==> config.mk <==
export PLATFORM = sky130hd
export DESIGN_NAME = oag_core
export DESIGN_NICKNAME = d
export VERILOG_FILES = /design/src/verilog/oag_pkg.sv /design/src/verilog/oag_core.sv /design/src/verilog/oag_decode.sv /design/src/verilog/oag_adder.sv
export SDC_FILE = /design/constraint.sdc
export NUM_CORES = 1
export LEC_CHECK = 0
export BUFFER_PORTS_ARGS = -buffer_cell sky130_fd_sc_hd__buf_2
export CAP_MARGIN = 30
export CORE_UTILIZATION = 40
export CTS_CLUSTER_DIAMETER = 200
export DETAILED_ROUTE_END_ITERATION = 8
export GPL_ROUTABILITY_DRIVEN = 1
export PLACE_DENSITY_LB_ADDON = 0.3
export SETUP_SLACK_MARGIN = 0.3
export SLEW_MARGIN = 20
export SYNTH_ARGS = -nofsm -noshare
export SYNTH_HDL_FRONTEND = slang
export SYNTH_SLANG_ARGS = --single-unit
export TNS_END_PERCENT = 1
==> constraint.sdc <==
create_clock -name mclk_i -period 8.17 [get_ports mclk_i]
set_clock_uncertainty 0.15 [all_clocks]
set_input_delay 0.4085 -clock mclk_i [delete_from_list [all_inputs] [get_ports mclk_i]]
set_output_delay 0.4085 -clock mclk_i [all_outputs]
set_load 0.05 [all_outputs]
==> src/verilog/oag_pkg.sv <==
// shared constants and types for the operand address generator
package oag_pkg;
  // addressing modes, fourteen in two classes
  typedef enum logic [3:0] {
    OAG_M_IMPLIED = 4'h0,
    OAG_M_REG     = 4'h1,
    OAG_M_PERIPH  = 4'h2,
    OAG_M_IMMED   = 4'h3,
    OAG_M_PCREL   = 4'h4,
    OAG_M_SPREL   = 4'h5,
    OAG_M_ABS_DIR = 4'h6,
    OAG_M_ABS_IDX = 4'h7,
    OAG_M_ABS_IND = 4'h8,
    OAG_M_ABS_OFF = 4'h9,
    OAG_M_REL_DIR = 4'hA,
    OAG_M_REL_IDX = 4'hB,
    OAG_M_REL_IND = 4'hC,
    OAG_M_REL_OFF = 4'hD,
    OAG_M_BAD     = 4'hF
  } oag_mode_t;
  // operation class of a decoded opcode
  typedef enum logic [2:0] {
    OAG_C_OTHER = 3'h0,
    OAG_C_CMP   = 3'h1,
    OAG_C_MOV   = 3'h2,
    OAG_C_LONG_RELATIVE_JUMP_OP  = 3'h3,
    OAG_C_CALL  = 3'h4,
    OAG_C_ALU   = 3'h5
  } oag_class_t;
  // sequencer states, gray along fetch path
  typedef enum logic [2:0] {
    OAG_S_IDLE = 3'b000,
    OAG_S_OP1  = 3'b001,
    OAG_S_OP2  = 3'b011,
    OAG_S_RD0  = 3'b010,
    OAG_S_RD1  = 3'b110,
    OAG_S_DONE = 3'b111
  } oag_state_t;
  localparam logic [7:0] OAG_PREFIX_OP = 8'hF4;
  localparam logic [7:0] OAG_PERIPH_HI = 8'h10;
  localparam logic [7:0] OAG_REG_A = 8'h00;
  localparam logic [7:0] OAG_REG_B = 8'h01;
  localparam logic [8:0] OAG_RF_SIZE_SMALL = 9'h080;
  localparam logic [8:0] OAG_RF_SIZE_LARGE = 9'h100;
  localparam int OAG_INSTR_TYPES = 73;
  localparam int OAG_OPCODES = 246;
  localparam logic [1:0] OAG_RF_CYC_GEN = 2'h1;
  localparam logic [1:0] OAG_RF_CYC_EXT = 2'h2;
  localparam logic [7:0] OAG_SP_RESET = 8'h01;
endpackage

==> src/verilog/oag_core.sv <==
// operand address generator top
`timescale 1ns/10ps
`default_nettype none
module oag_core #(
  parameter bit RF_LARGE = 1'b1
) (
  // clock and reset
  input wire logic mclk_i,
  input wire logic rst_n_i,
  // instruction start
  input wire logic start_i,
  input wire logic [15:0] pc_i,
  input wire logic [7:0] stack_pointer_reg_i,
  // memory bus
  input wire logic [7:0] rdata_i,
  input wire logic rvalid_i,
  output logic mem_rd_o,
  output logic [15:0] mem_addr_o,
  // results
  output logic done_o,
  output logic bad_op_o,
  output logic [15:0] src_addr_o,
  output logic [15:0] dst_addr_o,
  output logic [7:0] imm_o,
  output logic imm_valid_o,
  output logic pc_load_o,
  output logic [15:0] new_pc_o,
  output logic [15:0] next_instruction_address_o,
  output logic [1:0] rf_cycles_o,
  output logic rf_range_err_o,
  output logic [3:0] mode_o
);
  typedef struct packed {
    oag_pkg::oag_state_t st;
    logic [15:0] pc;
    logic [7:0] op;
    logic pre;
    logic [7:0] b1;
    logic [7:0] b2;
    logic [1:0] cnt;
    logic [7:0] pl;
    logic [7:0] ph;
    logic [7:0] regb;
    logic [7:0] sp;
    logic rd;
    logic [15:0] maddr;
    logic done;
    logic bad;
    logic [15:0] src;
    logic [15:0] dst;
    logic [7:0] imm;
    logic immv;
    logic pcl;
    logic [15:0] npc;
    logic [15:0] nia;
    logic [1:0] rfc;
    logic rferr;
    logic [3:0] mode;
  } oag_core_t;

  oag_core_t cur_ff;
  oag_core_t nxt_ff;
  oag_pkg::oag_mode_t dmode;
  oag_pkg::oag_class_t dcls;
  logic [1:0] dnb;
  logic dsta;
  logic dstb;
  logic [15:0] sum;
  logic [15:0] add_a;
  logic [15:0] add_b;
  logic [15:0] add_c;
  logic [15:0] nia;
  logic [7:0] pair_lo_ad;

  oag_decode u_dec (
    .op_i(cur_ff.op),
    .prefixed_i(cur_ff.pre),
    .mode_o(dmode),
    .cls_o(dcls),
    .nbytes_o(dnb),
    .dst_a_o(dsta),
    .dst_b_o(dstb)
  );

  oag_adder #(.WIDTH(16)) u_add (
    .a_i(add_a),
    .b_i(add_b),
    .c_i(add_c),
    .sum_o(sum)
  );

  // next instruction address and pointer byte
  assign nia = 16'(cur_ff.pc + 16'(cur_ff.pre) + 16'(dnb) + 16'h0001);
  assign pair_lo_ad = (dmode == oag_pkg::OAG_M_ABS_OFF ||
    dmode == oag_pkg::OAG_M_REL_OFF) ? cur_ff.b2 : cur_ff.b1;

  // adder operand select per mode
  always_comb begin
    add_a = 16'h0000;
    add_b = 16'h0000;
    add_c = 16'h0000;
    case (dmode)
      oag_pkg::OAG_M_SPREL: begin
        add_a = {8'h00, cur_ff.sp};
        add_b = {8'h00, cur_ff.b1};
      end
      oag_pkg::OAG_M_PCREL: begin
        add_a = nia;
        add_b = {{8{cur_ff.b1[7]}}, cur_ff.b1};
      end
      oag_pkg::OAG_M_ABS_IDX: begin
        add_a = {cur_ff.b1, cur_ff.b2};
        add_b = {8'h00, cur_ff.regb};
      end
      oag_pkg::OAG_M_REL_DIR: begin
        add_a = {cur_ff.b1, cur_ff.b2};
        add_b = nia;
      end
      oag_pkg::OAG_M_REL_IDX: begin
        add_a = {cur_ff.b1, cur_ff.b2};
        add_b = {8'h00, cur_ff.regb};
        add_c = nia;
      end
      oag_pkg::OAG_M_ABS_IND: add_a = {cur_ff.ph, cur_ff.pl};
      oag_pkg::OAG_M_REL_IND: begin
        add_a = {cur_ff.ph, cur_ff.pl};
        add_b = nia;
      end
      oag_pkg::OAG_M_ABS_OFF: begin
        add_a = {cur_ff.ph, cur_ff.pl};
        add_b = {{8{cur_ff.b1[7]}}, cur_ff.b1};
      end
      oag_pkg::OAG_M_REL_OFF: begin
        add_a = {cur_ff.ph, cur_ff.pl};
        add_b = {{8{cur_ff.b1[7]}}, cur_ff.b1};
        add_c = nia;
      end
      default: add_a = 16'h0000;
    endcase
  end

  // sequencer and result formation
  always_comb begin
    nxt_ff = cur_ff;
    nxt_ff.done = 1'b0;
    nxt_ff.rd = 1'b0;
    case (cur_ff.st)
      oag_pkg::OAG_S_IDLE: begin
        if (start_i) begin
          nxt_ff.pc = pc_i;
          nxt_ff.sp = stack_pointer_reg_i;
          nxt_ff.pre = 1'b0;
          nxt_ff.cnt = 2'h0;
          nxt_ff.rd = 1'b1;
          nxt_ff.maddr = pc_i;
          nxt_ff.st = oag_pkg::OAG_S_OP1;
        end
      end
      oag_pkg::OAG_S_OP1: begin
        if (rvalid_i) begin
          if (rdata_i == oag_pkg::OAG_PREFIX_OP && !cur_ff.pre) begin
            nxt_ff.pre = 1'b1;
            nxt_ff.rd = 1'b1;
            nxt_ff.maddr = 16'(cur_ff.pc + 16'h0001);
          end else begin
            nxt_ff.op = rdata_i;
            nxt_ff.st = oag_pkg::OAG_S_OP2;
          end
        end else begin
          nxt_ff.rd = 1'b1;
        end
      end
      oag_pkg::OAG_S_OP2: begin
        // operand bytes follow the opcode
        if (cur_ff.cnt == dnb) begin
          if (dmode == oag_pkg::OAG_M_ABS_IND ||
              dmode == oag_pkg::OAG_M_REL_IND ||
              dmode == oag_pkg::OAG_M_ABS_OFF ||
              dmode == oag_pkg::OAG_M_REL_OFF ||
              dmode == oag_pkg::OAG_M_ABS_IDX ||
              dmode == oag_pkg::OAG_M_REL_IDX) begin
            nxt_ff.st = oag_pkg::OAG_S_RD0;
            nxt_ff.rd = 1'b1;
            // index register or pointer low byte first
            nxt_ff.maddr = (dmode == oag_pkg::OAG_M_ABS_IDX ||
              dmode == oag_pkg::OAG_M_REL_IDX) ?
              {8'h00, oag_pkg::OAG_REG_B} :
              {8'h00, pair_lo_ad};
          end else begin
            nxt_ff.st = oag_pkg::OAG_S_DONE;
          end
        end else if (rvalid_i) begin
          // answer first: the request stands until it is answered
          if (cur_ff.cnt == 2'h0) begin
            nxt_ff.b1 = rdata_i;
          end else begin
            nxt_ff.b2 = rdata_i;
          end
          nxt_ff.cnt = 2'(cur_ff.cnt + 2'h1);
        end else if (cur_ff.rd) begin
          nxt_ff.rd = 1'b1;
        end else begin
          nxt_ff.rd = 1'b1;
          nxt_ff.maddr = 16'(cur_ff.pc + 16'(cur_ff.pre) +
            16'(cur_ff.cnt) + 16'h0001);
        end
      end
      oag_pkg::OAG_S_RD0: begin
        if (rvalid_i) begin
          if (dmode == oag_pkg::OAG_M_ABS_IDX ||
              dmode == oag_pkg::OAG_M_REL_IDX) begin
            nxt_ff.regb = rdata_i;
            nxt_ff.st = oag_pkg::OAG_S_DONE;
          end else begin
            nxt_ff.pl = rdata_i;
            nxt_ff.rd = 1'b1;
            nxt_ff.maddr = {8'h00, 8'(pair_lo_ad - 8'h01)};
            nxt_ff.st = oag_pkg::OAG_S_RD1;
          end
        end else begin
          nxt_ff.rd = 1'b1;
        end
      end
      oag_pkg::OAG_S_RD1: begin
        if (rvalid_i) begin
          nxt_ff.ph = rdata_i; // high byte from register below
          nxt_ff.st = oag_pkg::OAG_S_DONE;
        end else begin
          nxt_ff.rd = 1'b1;
        end
      end
      oag_pkg::OAG_S_DONE: begin
        // publish the resolved operand addresses
        nxt_ff.done = 1'b1;
        nxt_ff.mode = dmode;
        nxt_ff.bad = (dmode == oag_pkg::OAG_M_BAD);
        nxt_ff.nia = nia;
        nxt_ff.immv = 1'b0;
        nxt_ff.pcl = 1'b0;
        nxt_ff.rferr = 1'b0;
        nxt_ff.src = 16'h0000;
        // destination also read as the second input
        nxt_ff.dst = dsta ? {8'h00, oag_pkg::OAG_REG_A} :
          dstb ? {8'h00, oag_pkg::OAG_REG_B} :
          {8'h00, (dnb == 2'h2) ? cur_ff.b2 : cur_ff.b1};
        nxt_ff.rfc = oag_pkg::OAG_RF_CYC_GEN;
        case (dmode)
          oag_pkg::OAG_M_REG: nxt_ff.src = {8'h00, cur_ff.b1};
          oag_pkg::OAG_M_IMPLIED: nxt_ff.src = {8'h00, oag_pkg::OAG_REG_B};
          oag_pkg::OAG_M_PERIPH:
            nxt_ff.src = {oag_pkg::OAG_PERIPH_HI, cur_ff.b1};
          oag_pkg::OAG_M_IMMED: begin
            nxt_ff.imm = cur_ff.b1;
            nxt_ff.immv = 1'b1;
          end
          oag_pkg::OAG_M_PCREL: begin
            nxt_ff.pcl = 1'b1;
            nxt_ff.npc = sum;
          end
          oag_pkg::OAG_M_SPREL: begin
            nxt_ff.src = {8'h00, sum[7:0]};
            nxt_ff.dst = {8'h00, oag_pkg::OAG_REG_A};
          end
          oag_pkg::OAG_M_ABS_DIR: nxt_ff.src = {cur_ff.b1, cur_ff.b2};
          oag_pkg::OAG_M_REL_DIR, oag_pkg::OAG_M_REL_IDX,
          oag_pkg::OAG_M_REL_IND, oag_pkg::OAG_M_REL_OFF: begin
            nxt_ff.pcl = 1'b1;
            nxt_ff.npc = sum;
          end
          oag_pkg::OAG_M_BAD: nxt_ff.src = 16'h0000;
          default: nxt_ff.src = sum; // absolute extended forms
        endcase
        // extended class reaching the register file costs two cycles
        // jumps load the program counter and reach no data
        if (dmode >= oag_pkg::OAG_M_ABS_DIR && dmode != oag_pkg::OAG_M_BAD
            && !nxt_ff.pcl && nxt_ff.src[15:8] == 8'h00) begin
          nxt_ff.rfc = oag_pkg::OAG_RF_CYC_EXT;
        end
        // general mode outside the implemented file
        if ((dmode == oag_pkg::OAG_M_REG || dmode == oag_pkg::OAG_M_SPREL) &&
            !RF_LARGE && nxt_ff.src[7]) begin
          nxt_ff.rferr = 1'b1;
        end
        nxt_ff.st = oag_pkg::OAG_S_IDLE;
      end
      default: nxt_ff.st = oag_pkg::OAG_S_IDLE;
    endcase
  end

  // state register
  always_ff @(posedge mclk_i or negedge rst_n_i) begin
    if (!rst_n_i) begin
      cur_ff <= '0;
      cur_ff.sp <= oag_pkg::OAG_SP_RESET;
    end else begin
      cur_ff <= nxt_ff;
    end
  end

  // outputs straight from the state register
  assign mem_rd_o = cur_ff.rd;
  assign mem_addr_o = cur_ff.maddr;
  assign done_o = cur_ff.done;
  assign bad_op_o = cur_ff.bad;
  assign src_addr_o = cur_ff.src;
  assign dst_addr_o = cur_ff.dst;
  assign imm_o = cur_ff.imm;
  assign imm_valid_o = cur_ff.immv;
  assign pc_load_o = cur_ff.pcl;
  assign new_pc_o = cur_ff.npc;
  assign next_instruction_address_o = cur_ff.nia;
  assign rf_cycles_o = cur_ff.rfc;
  assign rf_range_err_o = cur_ff.rferr;
  assign mode_o = cur_ff.mode;
endmodule
`default_nettype wire

==> src/verilog/oag_decode.sv <==
// opcode decoder: mode, class and operand byte count
`timescale 1ns/10ps
`default_nettype none
module oag_decode (
  // opcode bytes
  input wire logic [7:0] op_i,
  input wire logic prefixed_i,
  // decoded fields
  output oag_pkg::oag_mode_t mode_o,
  output oag_pkg::oag_class_t cls_o,
  output logic [1:0] nbytes_o,
  output logic dst_a_o,
  output logic dst_b_o
);
  // low nibble picks the instruction, high nibble the mode
  always_comb begin
    mode_o = oag_pkg::OAG_M_BAD;
    cls_o = oag_pkg::OAG_C_OTHER;
    nbytes_o = 2'h0;
    dst_a_o = 1'b0;
    dst_b_o = 1'b0;
    case (op_i[3:0])
      4'hD: cls_o = oag_pkg::OAG_C_CMP;
      4'hA: cls_o = oag_pkg::OAG_C_MOV;
      4'h9: cls_o = oag_pkg::OAG_C_LONG_RELATIVE_JUMP_OP;
      4'hE: cls_o = oag_pkg::OAG_C_CALL;
      4'h8: cls_o = oag_pkg::OAG_C_ALU;
      default: cls_o = oag_pkg::OAG_C_OTHER;
    endcase
    if (prefixed_i) begin // two-byte opcodes
      if (op_i[7:4] == 4'hE) begin
        mode_o = (op_i[3:0] == 4'h9 || op_i[3:0] == 4'hF) ?
          oag_pkg::OAG_M_REL_OFF : oag_pkg::OAG_M_ABS_OFF;
        nbytes_o = 2'h2;
        dst_a_o = 1'b1;
      end
    end else begin
      case (op_i[7:4])
        4'h1: begin mode_o = oag_pkg::OAG_M_REG; nbytes_o = 2'h1;
          dst_a_o = 1'b1; end
        4'h2: begin mode_o = oag_pkg::OAG_M_IMMED; nbytes_o = 2'h1;
          dst_a_o = 1'b1; end
        4'h3: begin mode_o = oag_pkg::OAG_M_REG; nbytes_o = 2'h1;
          dst_b_o = 1'b1; end
        4'h4: begin mode_o = oag_pkg::OAG_M_REG; nbytes_o = 2'h2; end
        4'h5: begin mode_o = oag_pkg::OAG_M_IMMED; nbytes_o = 2'h1;
          dst_b_o = 1'b1; end
        4'h6: begin mode_o = oag_pkg::OAG_M_IMPLIED;
          dst_a_o = 1'b1; end
        4'h7: begin mode_o = oag_pkg::OAG_M_IMMED; nbytes_o = 2'h2; end
        4'h8: begin mode_o = (cls_o == oag_pkg::OAG_C_LONG_RELATIVE_JUMP_OP) ?
          oag_pkg::OAG_M_REL_DIR : oag_pkg::OAG_M_ABS_DIR;
          nbytes_o = 2'h2; dst_a_o = 1'b1; end
        4'h9: begin mode_o = (cls_o == oag_pkg::OAG_C_LONG_RELATIVE_JUMP_OP) ?
          oag_pkg::OAG_M_REL_IND : oag_pkg::OAG_M_ABS_IND;
          nbytes_o = 2'h1; dst_a_o = 1'b1; end
        4'hA: begin mode_o = (cls_o == oag_pkg::OAG_C_LONG_RELATIVE_JUMP_OP) ?
          oag_pkg::OAG_M_REL_IDX : oag_pkg::OAG_M_ABS_IDX;
          nbytes_o = 2'h2; dst_a_o = 1'b1; end
        4'hB: begin mode_o = oag_pkg::OAG_M_PERIPH; nbytes_o = 2'h1;
          dst_a_o = 1'b1; end
        4'h0: begin mode_o = oag_pkg::OAG_M_PCREL; nbytes_o = 2'h1; end
        4'hF: begin // stack-relative only for compare and move
          if (op_i[3:0] == 4'h3 || op_i[3:0] == 4'h2) begin
            mode_o = oag_pkg::OAG_M_SPREL;
            cls_o = (op_i[3:0] == 4'h3) ? oag_pkg::OAG_C_CMP :
              oag_pkg::OAG_C_MOV;
            nbytes_o = 2'h1;
            dst_a_o = 1'b1;
          end
        end
        default: mode_o = oag_pkg::OAG_M_BAD;
      endcase
    end
  end
endmodule
`default_nettype wire

==> src/verilog/oag_adder.sv <==
// 16-bit three-term address adder with wrap
`timescale 1ns/10ps
`default_nettype none
module oag_adder #(
  parameter int WIDTH = 16
) (
  // terms
  input wire logic [WIDTH-1:0] a_i,
  input wire logic [WIDTH-1:0] b_i,
  input wire logic [WIDTH-1:0] c_i,
  // wrapped sum
  output logic [WIDTH-1:0] sum_o
);
  // carry out is dropped, no flag is raised
  assign sum_o = WIDTH'(a_i + b_i + c_i);
endmodule
`default_nettype wire

==> metrics.txt, run 1 <==
GP Congestion 0.914; CP Data Required Time 8.33 ns; Hold Path Depth 3; Final Net Count 1367; # setup viols final 0; P&R area growth vs syn 8.22%; detailed-route wire length 33900 microns; Initial Util 40.7%; CTS max path bufs 2; via count 9574; Slew Limit Fails 0; DIE AREA 30000 sq um; register bit total from synthesis 169; R2R cell count 20; DRC viols 0; Hold EP cur_ff[104]; clock root buffer master clkbuf_16; Placeable Area 28800 sq um; cell area after synthesis 11700 sq um; part of the cycle the worst path needs 86.4%; antenna violations before repair 0; hpwl dp 24700 microns; filler cell count 2868; 1st-iter DRT viols 1128; Hold Crit Start stack_pointer_reg_i[4]; syn avg cell area 9.11 sq um; Crit. End Element flip-flop; largest net degree at the start of global routing 99; ANT cells 0; cells after synthesis 1285; Die Height 173 microns; sequential share of the synthesized area 36.1%; Max Fclk 0.142 GHz; top cell type's share of synthesized area 35.9%; Critical Path Fanout Max 22; RSZ-0062 raised after global routing false; Post-synth EDFFs 0; r2r startpoint cur_ff[150]; Synth Warn # 0; Fin. Hold Viols 0; Slew @ Worst Pin 0.962 ns; pre-CTS setup slack 1.28 ns; Global Route Usage Sum 22.8%; CTS tree done; cell taking the most area after synthesis dfrtp_1; Worst Path Class, Setup flip-flop to flip-flop; Multi-input gate area 6320 sq um; vias in the first global route 9028; Pre-antenna DRT Iters 9; vias per cell 5.68; outcome completed; Worst setup SP type flip-flop; remaining global-route overflow 0; fin crit period 7.06 ns; I/O pins 136; Slew HR 35.6%; H-Tree Depth 4; global-route wire length before repair 53100 microns; worst reg2reg path endpoint rf_cycles_o[0]; post-route ant nets 0; max-cap violation count 0; Die W 173 microns; Primary FF master, synth dfrtp_1; post-synthesis cell type count 87; R2R Setup Slk 1.11 ns; share of flip-flops with an asynchronous set or reset 100%; Rows 62; Critical Path Start cur_ff[150]; # Post-CTS Setup Buffers 0; Synth area leaders dfrtp_1, mux2_2, nand2_1, buf_4, xnor2_1; input/output buffers 126; Worst Path Arrival 7.22 ns; DR WL/cell 20.1 microns; Clk pin slew, worst setup/hold paths 0.07 ns; TNS Setup 0 ns; share of cells above drive strength 1 22.1%; clock sink count 169; Reg area 4230 sq um; final worst slack 1.11 ns; total CTS buffers 17; Skew-Pair Late Insertion Delay 0.44 ns; Hold Path Class input port to flip-flop
==> critical path, cell delays in order, from the launching register on <==
cell and delay, ns:
dfrtp_1 0.78, ha_1 0.50, ha_1 0.66, inv_1 0.15, or3_1 0.41, a21oi_1 0.16
or2b_1 0.26, xor2_1 0.36, a221oi_1 0.18, fa_1 0.56, inv_1 0.04, ha_1 0.22
or4_1 0.55, o21bai_1 0.21, a2111oi_0 0.44, nor3_1 0.13, xor2_1 0.17, o2bb2ai_1 0.15
nor4_1 0.52, and3_1 0.25, a21oi_1 0.08
==> cells by family after synthesis <==
logic type	share of synthesized area, %
DFF	36.1
adders and majority gates	5.53
muxes	10.1
and+or+nand+nor	16.1
other	0.0320
xor gates and xnor gates	5.22
AOI/OAI and AO/OA	16.6
buffers and inverters	10.2
==> what timing repair did <==
item | in CTS | in global routing
resized for setup | 0 | 0
endpoints found under the hold margin | 98 | 0
hold buffers | 3 | 0
==> routing by layer <==
| layer | vias to the layer above | wire length (microns) | GRT usage (%) |
|---|---|---|---|
| met4 | 0 | 776 | 7.67 |
| li1 | 4448 | - | - |
| met1 | 4696 | 16200 | 32.9 |
| met2 | 378 | 15100 | 35.3 |
| met3 | 52 | 1850 | 2.90 |
| met5 | - | 0 | 0 |
==> layout make-up <==
cell class	count	share of cell area (%)
Tap cell	384	3.79
Clock buffer	18	3.47
Sequential cell	169	33.4
Multi-Input combinational cell	907	49.9
Inverter	51	1.51
Clock inverter	14	1.45
Timing Repair Buffer	144	6.53
==> cells in the final DEF (no fill, tap or decap), drive strengths merged, types with 11 or more instances in the layout <==
master    n
a21oi    46
a22o     16
a221oi   11
nor3     28
clkbuf   18
ha       23
o21ai    74
and2     13
inv      58
mux2i    17
mux2     90
xor2     26
a22oi    15
a222oi   24
buf     141
a21o     11
nor2b    11
nand3    27
fa       18
xnor2    43
dfrtp   168
and3     12
nor2     58
nand2   198
==> cells in the mapped netlist, drive strengths merged, types with 17 or more instances <==
| cell | count |
|---|---|
| a21oi | 46 |
| a222oi | 24 |
| buf | 114 |
| clkbuf | 52 |
| dfrtp | 168 |
| fa | 18 |
| ha | 23 |
| inv | 51 |
| mux2 | 90 |
| mux2i | 17 |
| nand2 | 198 |
| nand3 | 27 |
| nor2 | 58 |
| nor3 | 28 |
| o21ai | 74 |
| xnor2 | 43 |
| xor2 | 26 |
==> per-stage QoR <==
| stage | area (sq um) | utilization (%) | std cells | hold slack [ns] |
|---|---|---|---|---|
| 6_report | 12700 | 44.0 | 1687 | 0.0146 |
| 4_1_cts | 12600 | 43.8 | 1684 | 0.00294 |
| 3_5_place_dp | 11900 | 41.5 | 1649 | 0.308 |
| 3_3_place_gp | 11900 | 41.5 | 1649 | 0.305 |
| 2_1_floorplan | 11700 | - | 1293 | -0.0371 |
| 5_1_grt | 12700 | 44.0 | 1687 | 0.0113 |
==> registers in the layout, summed over array words and instances (netlist names) <==
signal,cells
cur_ff,78
dst_addr_o,8
pc_load_o,1
imm_valid_o,1
mode_o,4
imm_o,8
mem_rd_o,1
next_instruction_address_o,16
mem_addr_o,16
bad_op_o,1
done_o,1
rf_cycles_o,2
src_addr_o,16
new_pc_o,16
==> worst max-delay path by stage <==
stage               slack (ns)              to
floorplan                 2.09  rf_cycles_o[0]
global placement          1.35  rf_cycles_o[1]
detailed placement        1.28  rf_cycles_o[0]
CTS                       1.23  rf_cycles_o[0]
global route              0.65  rf_cycles_o[0]
finish                    1.11  rf_cycles_o[0]
Power of run 1 is not shown: default switching activity piles up to over one toggle a cycle in this logic, so the estimate is an artifact.
==> inputs of run 2 (changes only) <==
--- a/config.mk
+++ b/config.mk
@@ -9,8 +9,10 @@
 export CAP_MARGIN = 30
 export CORE_UTILIZATION = 40
 export CTS_CLUSTER_DIAMETER = 200
+export CTS_CLUSTER_SIZE = 30
 export DETAILED_ROUTE_END_ITERATION = 8
 export GPL_ROUTABILITY_DRIVEN = 1
+export HOLD_SLACK_MARGIN = 0.02
 export PLACE_DENSITY_LB_ADDON = 0.3
 export SETUP_SLACK_MARGIN = 0.3
 export SLEW_MARGIN = 20
==> run 2 against run 1 <==
First-iteration DRC count decreased by 8.8%. Critical endpoint unchanged. Cell count increased by 0.47%. Critical path type unchanged. Clock-buffer cell count unchanged. Non-clock buffer count increased by 8. Flip-flop and latch count unchanged. Sequential share of layout area decreased by 0.21 points. Via count decreased by 0.51%. Routed wire length increased by 0.17%. Hold slack improved by 0.015 ns.
==> metrics.txt, run 2 (synthesized netlist as in run 1, its figures left out) <==
outcome completed; via count 9525 (-0.51%); Placeable Area 28800 sq um (unchanged); Skew-Pair Late Insertion Delay 0.44 ns (about the same); global-route wire length before repair 53200 microns (about the same); Clk pin slew, worst setup/hold paths 0.07 ns (about the same); total CTS buffers 17 (unchanged); Worst Path Buf+Inv 2 (unchanged); 1st-iter DRT viols 1029 (-8.8%); Slew @ Worst Pin 0.919 ns (-0.0427 ns); crit path cell chain ha_1 > ha_1 > inv_1 > or3_1 > a21oi_1 > or2b_1 > xor2_1 > a221oi_1 > fa_1 > inv_1 > ha_1 > or4_1 > o21bai_1 > a2111oi_0 > nor3_1 > xor2_1 > o2bb2ai_1 > nor4_1 > and3_1 > a21oi_1; hpwl dp 24700 microns (unchanged); DIE AREA 30000 sq um (unchanged); DR WL/cell 20.0 microns (-0.31%); Fin. Hold Viols 0 (unchanged); GP Congestion 0.914 (unchanged); Global Route Usage Sum 22.8% (about the same); Hold Path Class input port to flip-flop; fin crit period 7.05 ns (-0.0115 ns); Die Height 173 microns (unchanged); Pre-antenna DRT Iters 8 (-1); share of cells above drive strength 1 22.0% (-0.13 points); largest net degree at the start of global routing 99 (unchanged); part of the cycle the worst path needs 86.3% (-0.14 points); Hold Crit Start stack_pointer_reg_i[0]; Top reg by flops cur_ff; input/output buffers 126 (unchanged); DRC viols 0 (unchanged); TNS Setup 0 ns (unchanged); remaining global-route overflow 0 (unchanged); vias per cell 5.62 (-0.98%); area post-placement 11900 sq um (unchanged); clock sink count 169 (unchanged); R2R Setup Slk 1.12 ns (about the same); Max Fclk 0.142 GHz (+0.16%); H-Tree Depth 4 (unchanged); Slew Limit Fails 0 (unchanged); Hold EP cur_ff[100]; most frequent cells in the layout nand2_1, dfrtp_1, buf_2, mux2_2, o21ai_0; CTS max path bufs 2 (unchanged); CP max stage cell dfrtp_1; CP most frequent cell ha_1; CP Data Required Time 8.33 ns (about the same); RSZ-0062 raised after global routing false; Worst setup SP type flip-flop; worst reg2reg path endpoint rf_cycles_o[0]; finished layout cell area 12800 sq um (+0.63%); P&R area growth vs syn 8.90%; max FFs per register 78 (unchanged); Critical Path Fanout Max 22 (unchanged); max-cap violation count 0 (unchanged); Hold Path Depth 3 (unchanged); vias in the first global route 9058 (+0.33%); hold slack 0.0297 ns (+0.0151 ns); Worst Path Class, Setup flip-flop to flip-flop; slowest stage delay, CP 0.79 ns (about the same); detailed-route wire length 34000 microns (+0.17%); Multi-input gate area 6320 sq um (unchanged); post-route ant nets 0 (unchanged); Initial Util 40.7% (unchanged); Reg area 4230 sq um (unchanged); antenna violations before repair 0 (unchanged); # setup viols final 0 (unchanged); Final Net Count 1375 (+0.59%); ANT cells 0 (unchanged); CTS tree done; clock root buffer master clkbuf_16; r2r startpoint cur_ff[150]; Rows 62 (unchanged); Slew HR 38.5% (+2.9 points); filler cell count 2859 (-0.31%); I/O pins 136 (unchanged); cts repair resizes 0 (unchanged); most common cell after layout, fill and taps aside nand2_1; Crit. End Element flip-flop; Die W 173 microns (unchanged); Worst Path Arrival 7.21 ns (about the same); critical path's top delay family simple AND/OR/NAND/NOR gates; R2R cell count 20 (unchanged)
run 2: cell types whose count changed in the layout (fill, tap and decap cells not counted):
cell           previous run  this run
dlygate4sd3_1             3        11
run 2: worst max-delay path by stage:
| stage | cells after the start | endpoint | from | slack [ns] |
|---|---|---|---|---|
| global route | 21 | rf_cycles_o[0] | cur_ff[150] | 0.65 |
| floorplan | 25 | rf_cycles_o[0] | cur_ff[150] | 2.09 |
| global placement | 19 | rf_cycles_o[1] | cur_ff[150] | 1.35 |
| CTS | 20 | rf_cycles_o[0] | cur_ff[150] | 1.23 |
| detailed placement | 20 | rf_cycles_o[0] | cur_ff[150] | 1.28 |
| finish | 20 | rf_cycles_o[0] | cur_ff[150] | 1.12 |
run 2: per-stage QoR:
stage	utilization, %	cells	setup WS, ns
after floorplan	-	1293	2.09
after global placement	41.5	1649	1.35
after detailed placement	41.5	1649	1.28
after CTS	44.1	1692	1.23
after global routing	44.3	1695	0.652
final	44.3	1695	1.12
run 2: final cells by class:
type / instances / share of cell area, %
Clock buffer: 18 / 3.44
Clock inverter: 14 / 1.44
Inverter: 51 / 1.50
Multi-Input combinational cell: 907 / 49.6
Sequential cell: 169 / 33.2
Tap cell: 384 / 3.77
Timing Repair Buffer: 152 / 7.11
run 2: routing by layer:
layer,vias to the layer above,share of wire (%),GRT usage [%]
met2,355,45,35.3
met4,0,2.2,7.67
li1,4470,-,-
met3,49,5.0,2.86
met5,-,0,0
met1,4651,48,32.9
run 2: timing repair:
action / CTS / global route
setup buffers: 0 / 0
endpoints found under the hold margin: 106 / 0
hold buffers: 11 / 0
run 2: tightest hold or removal path: stages:
cell and delay [ns]:
buf_2 0.11, nand2_1 0.05, nand2_1 0.04
Power of run 2 is left out for the same reason.
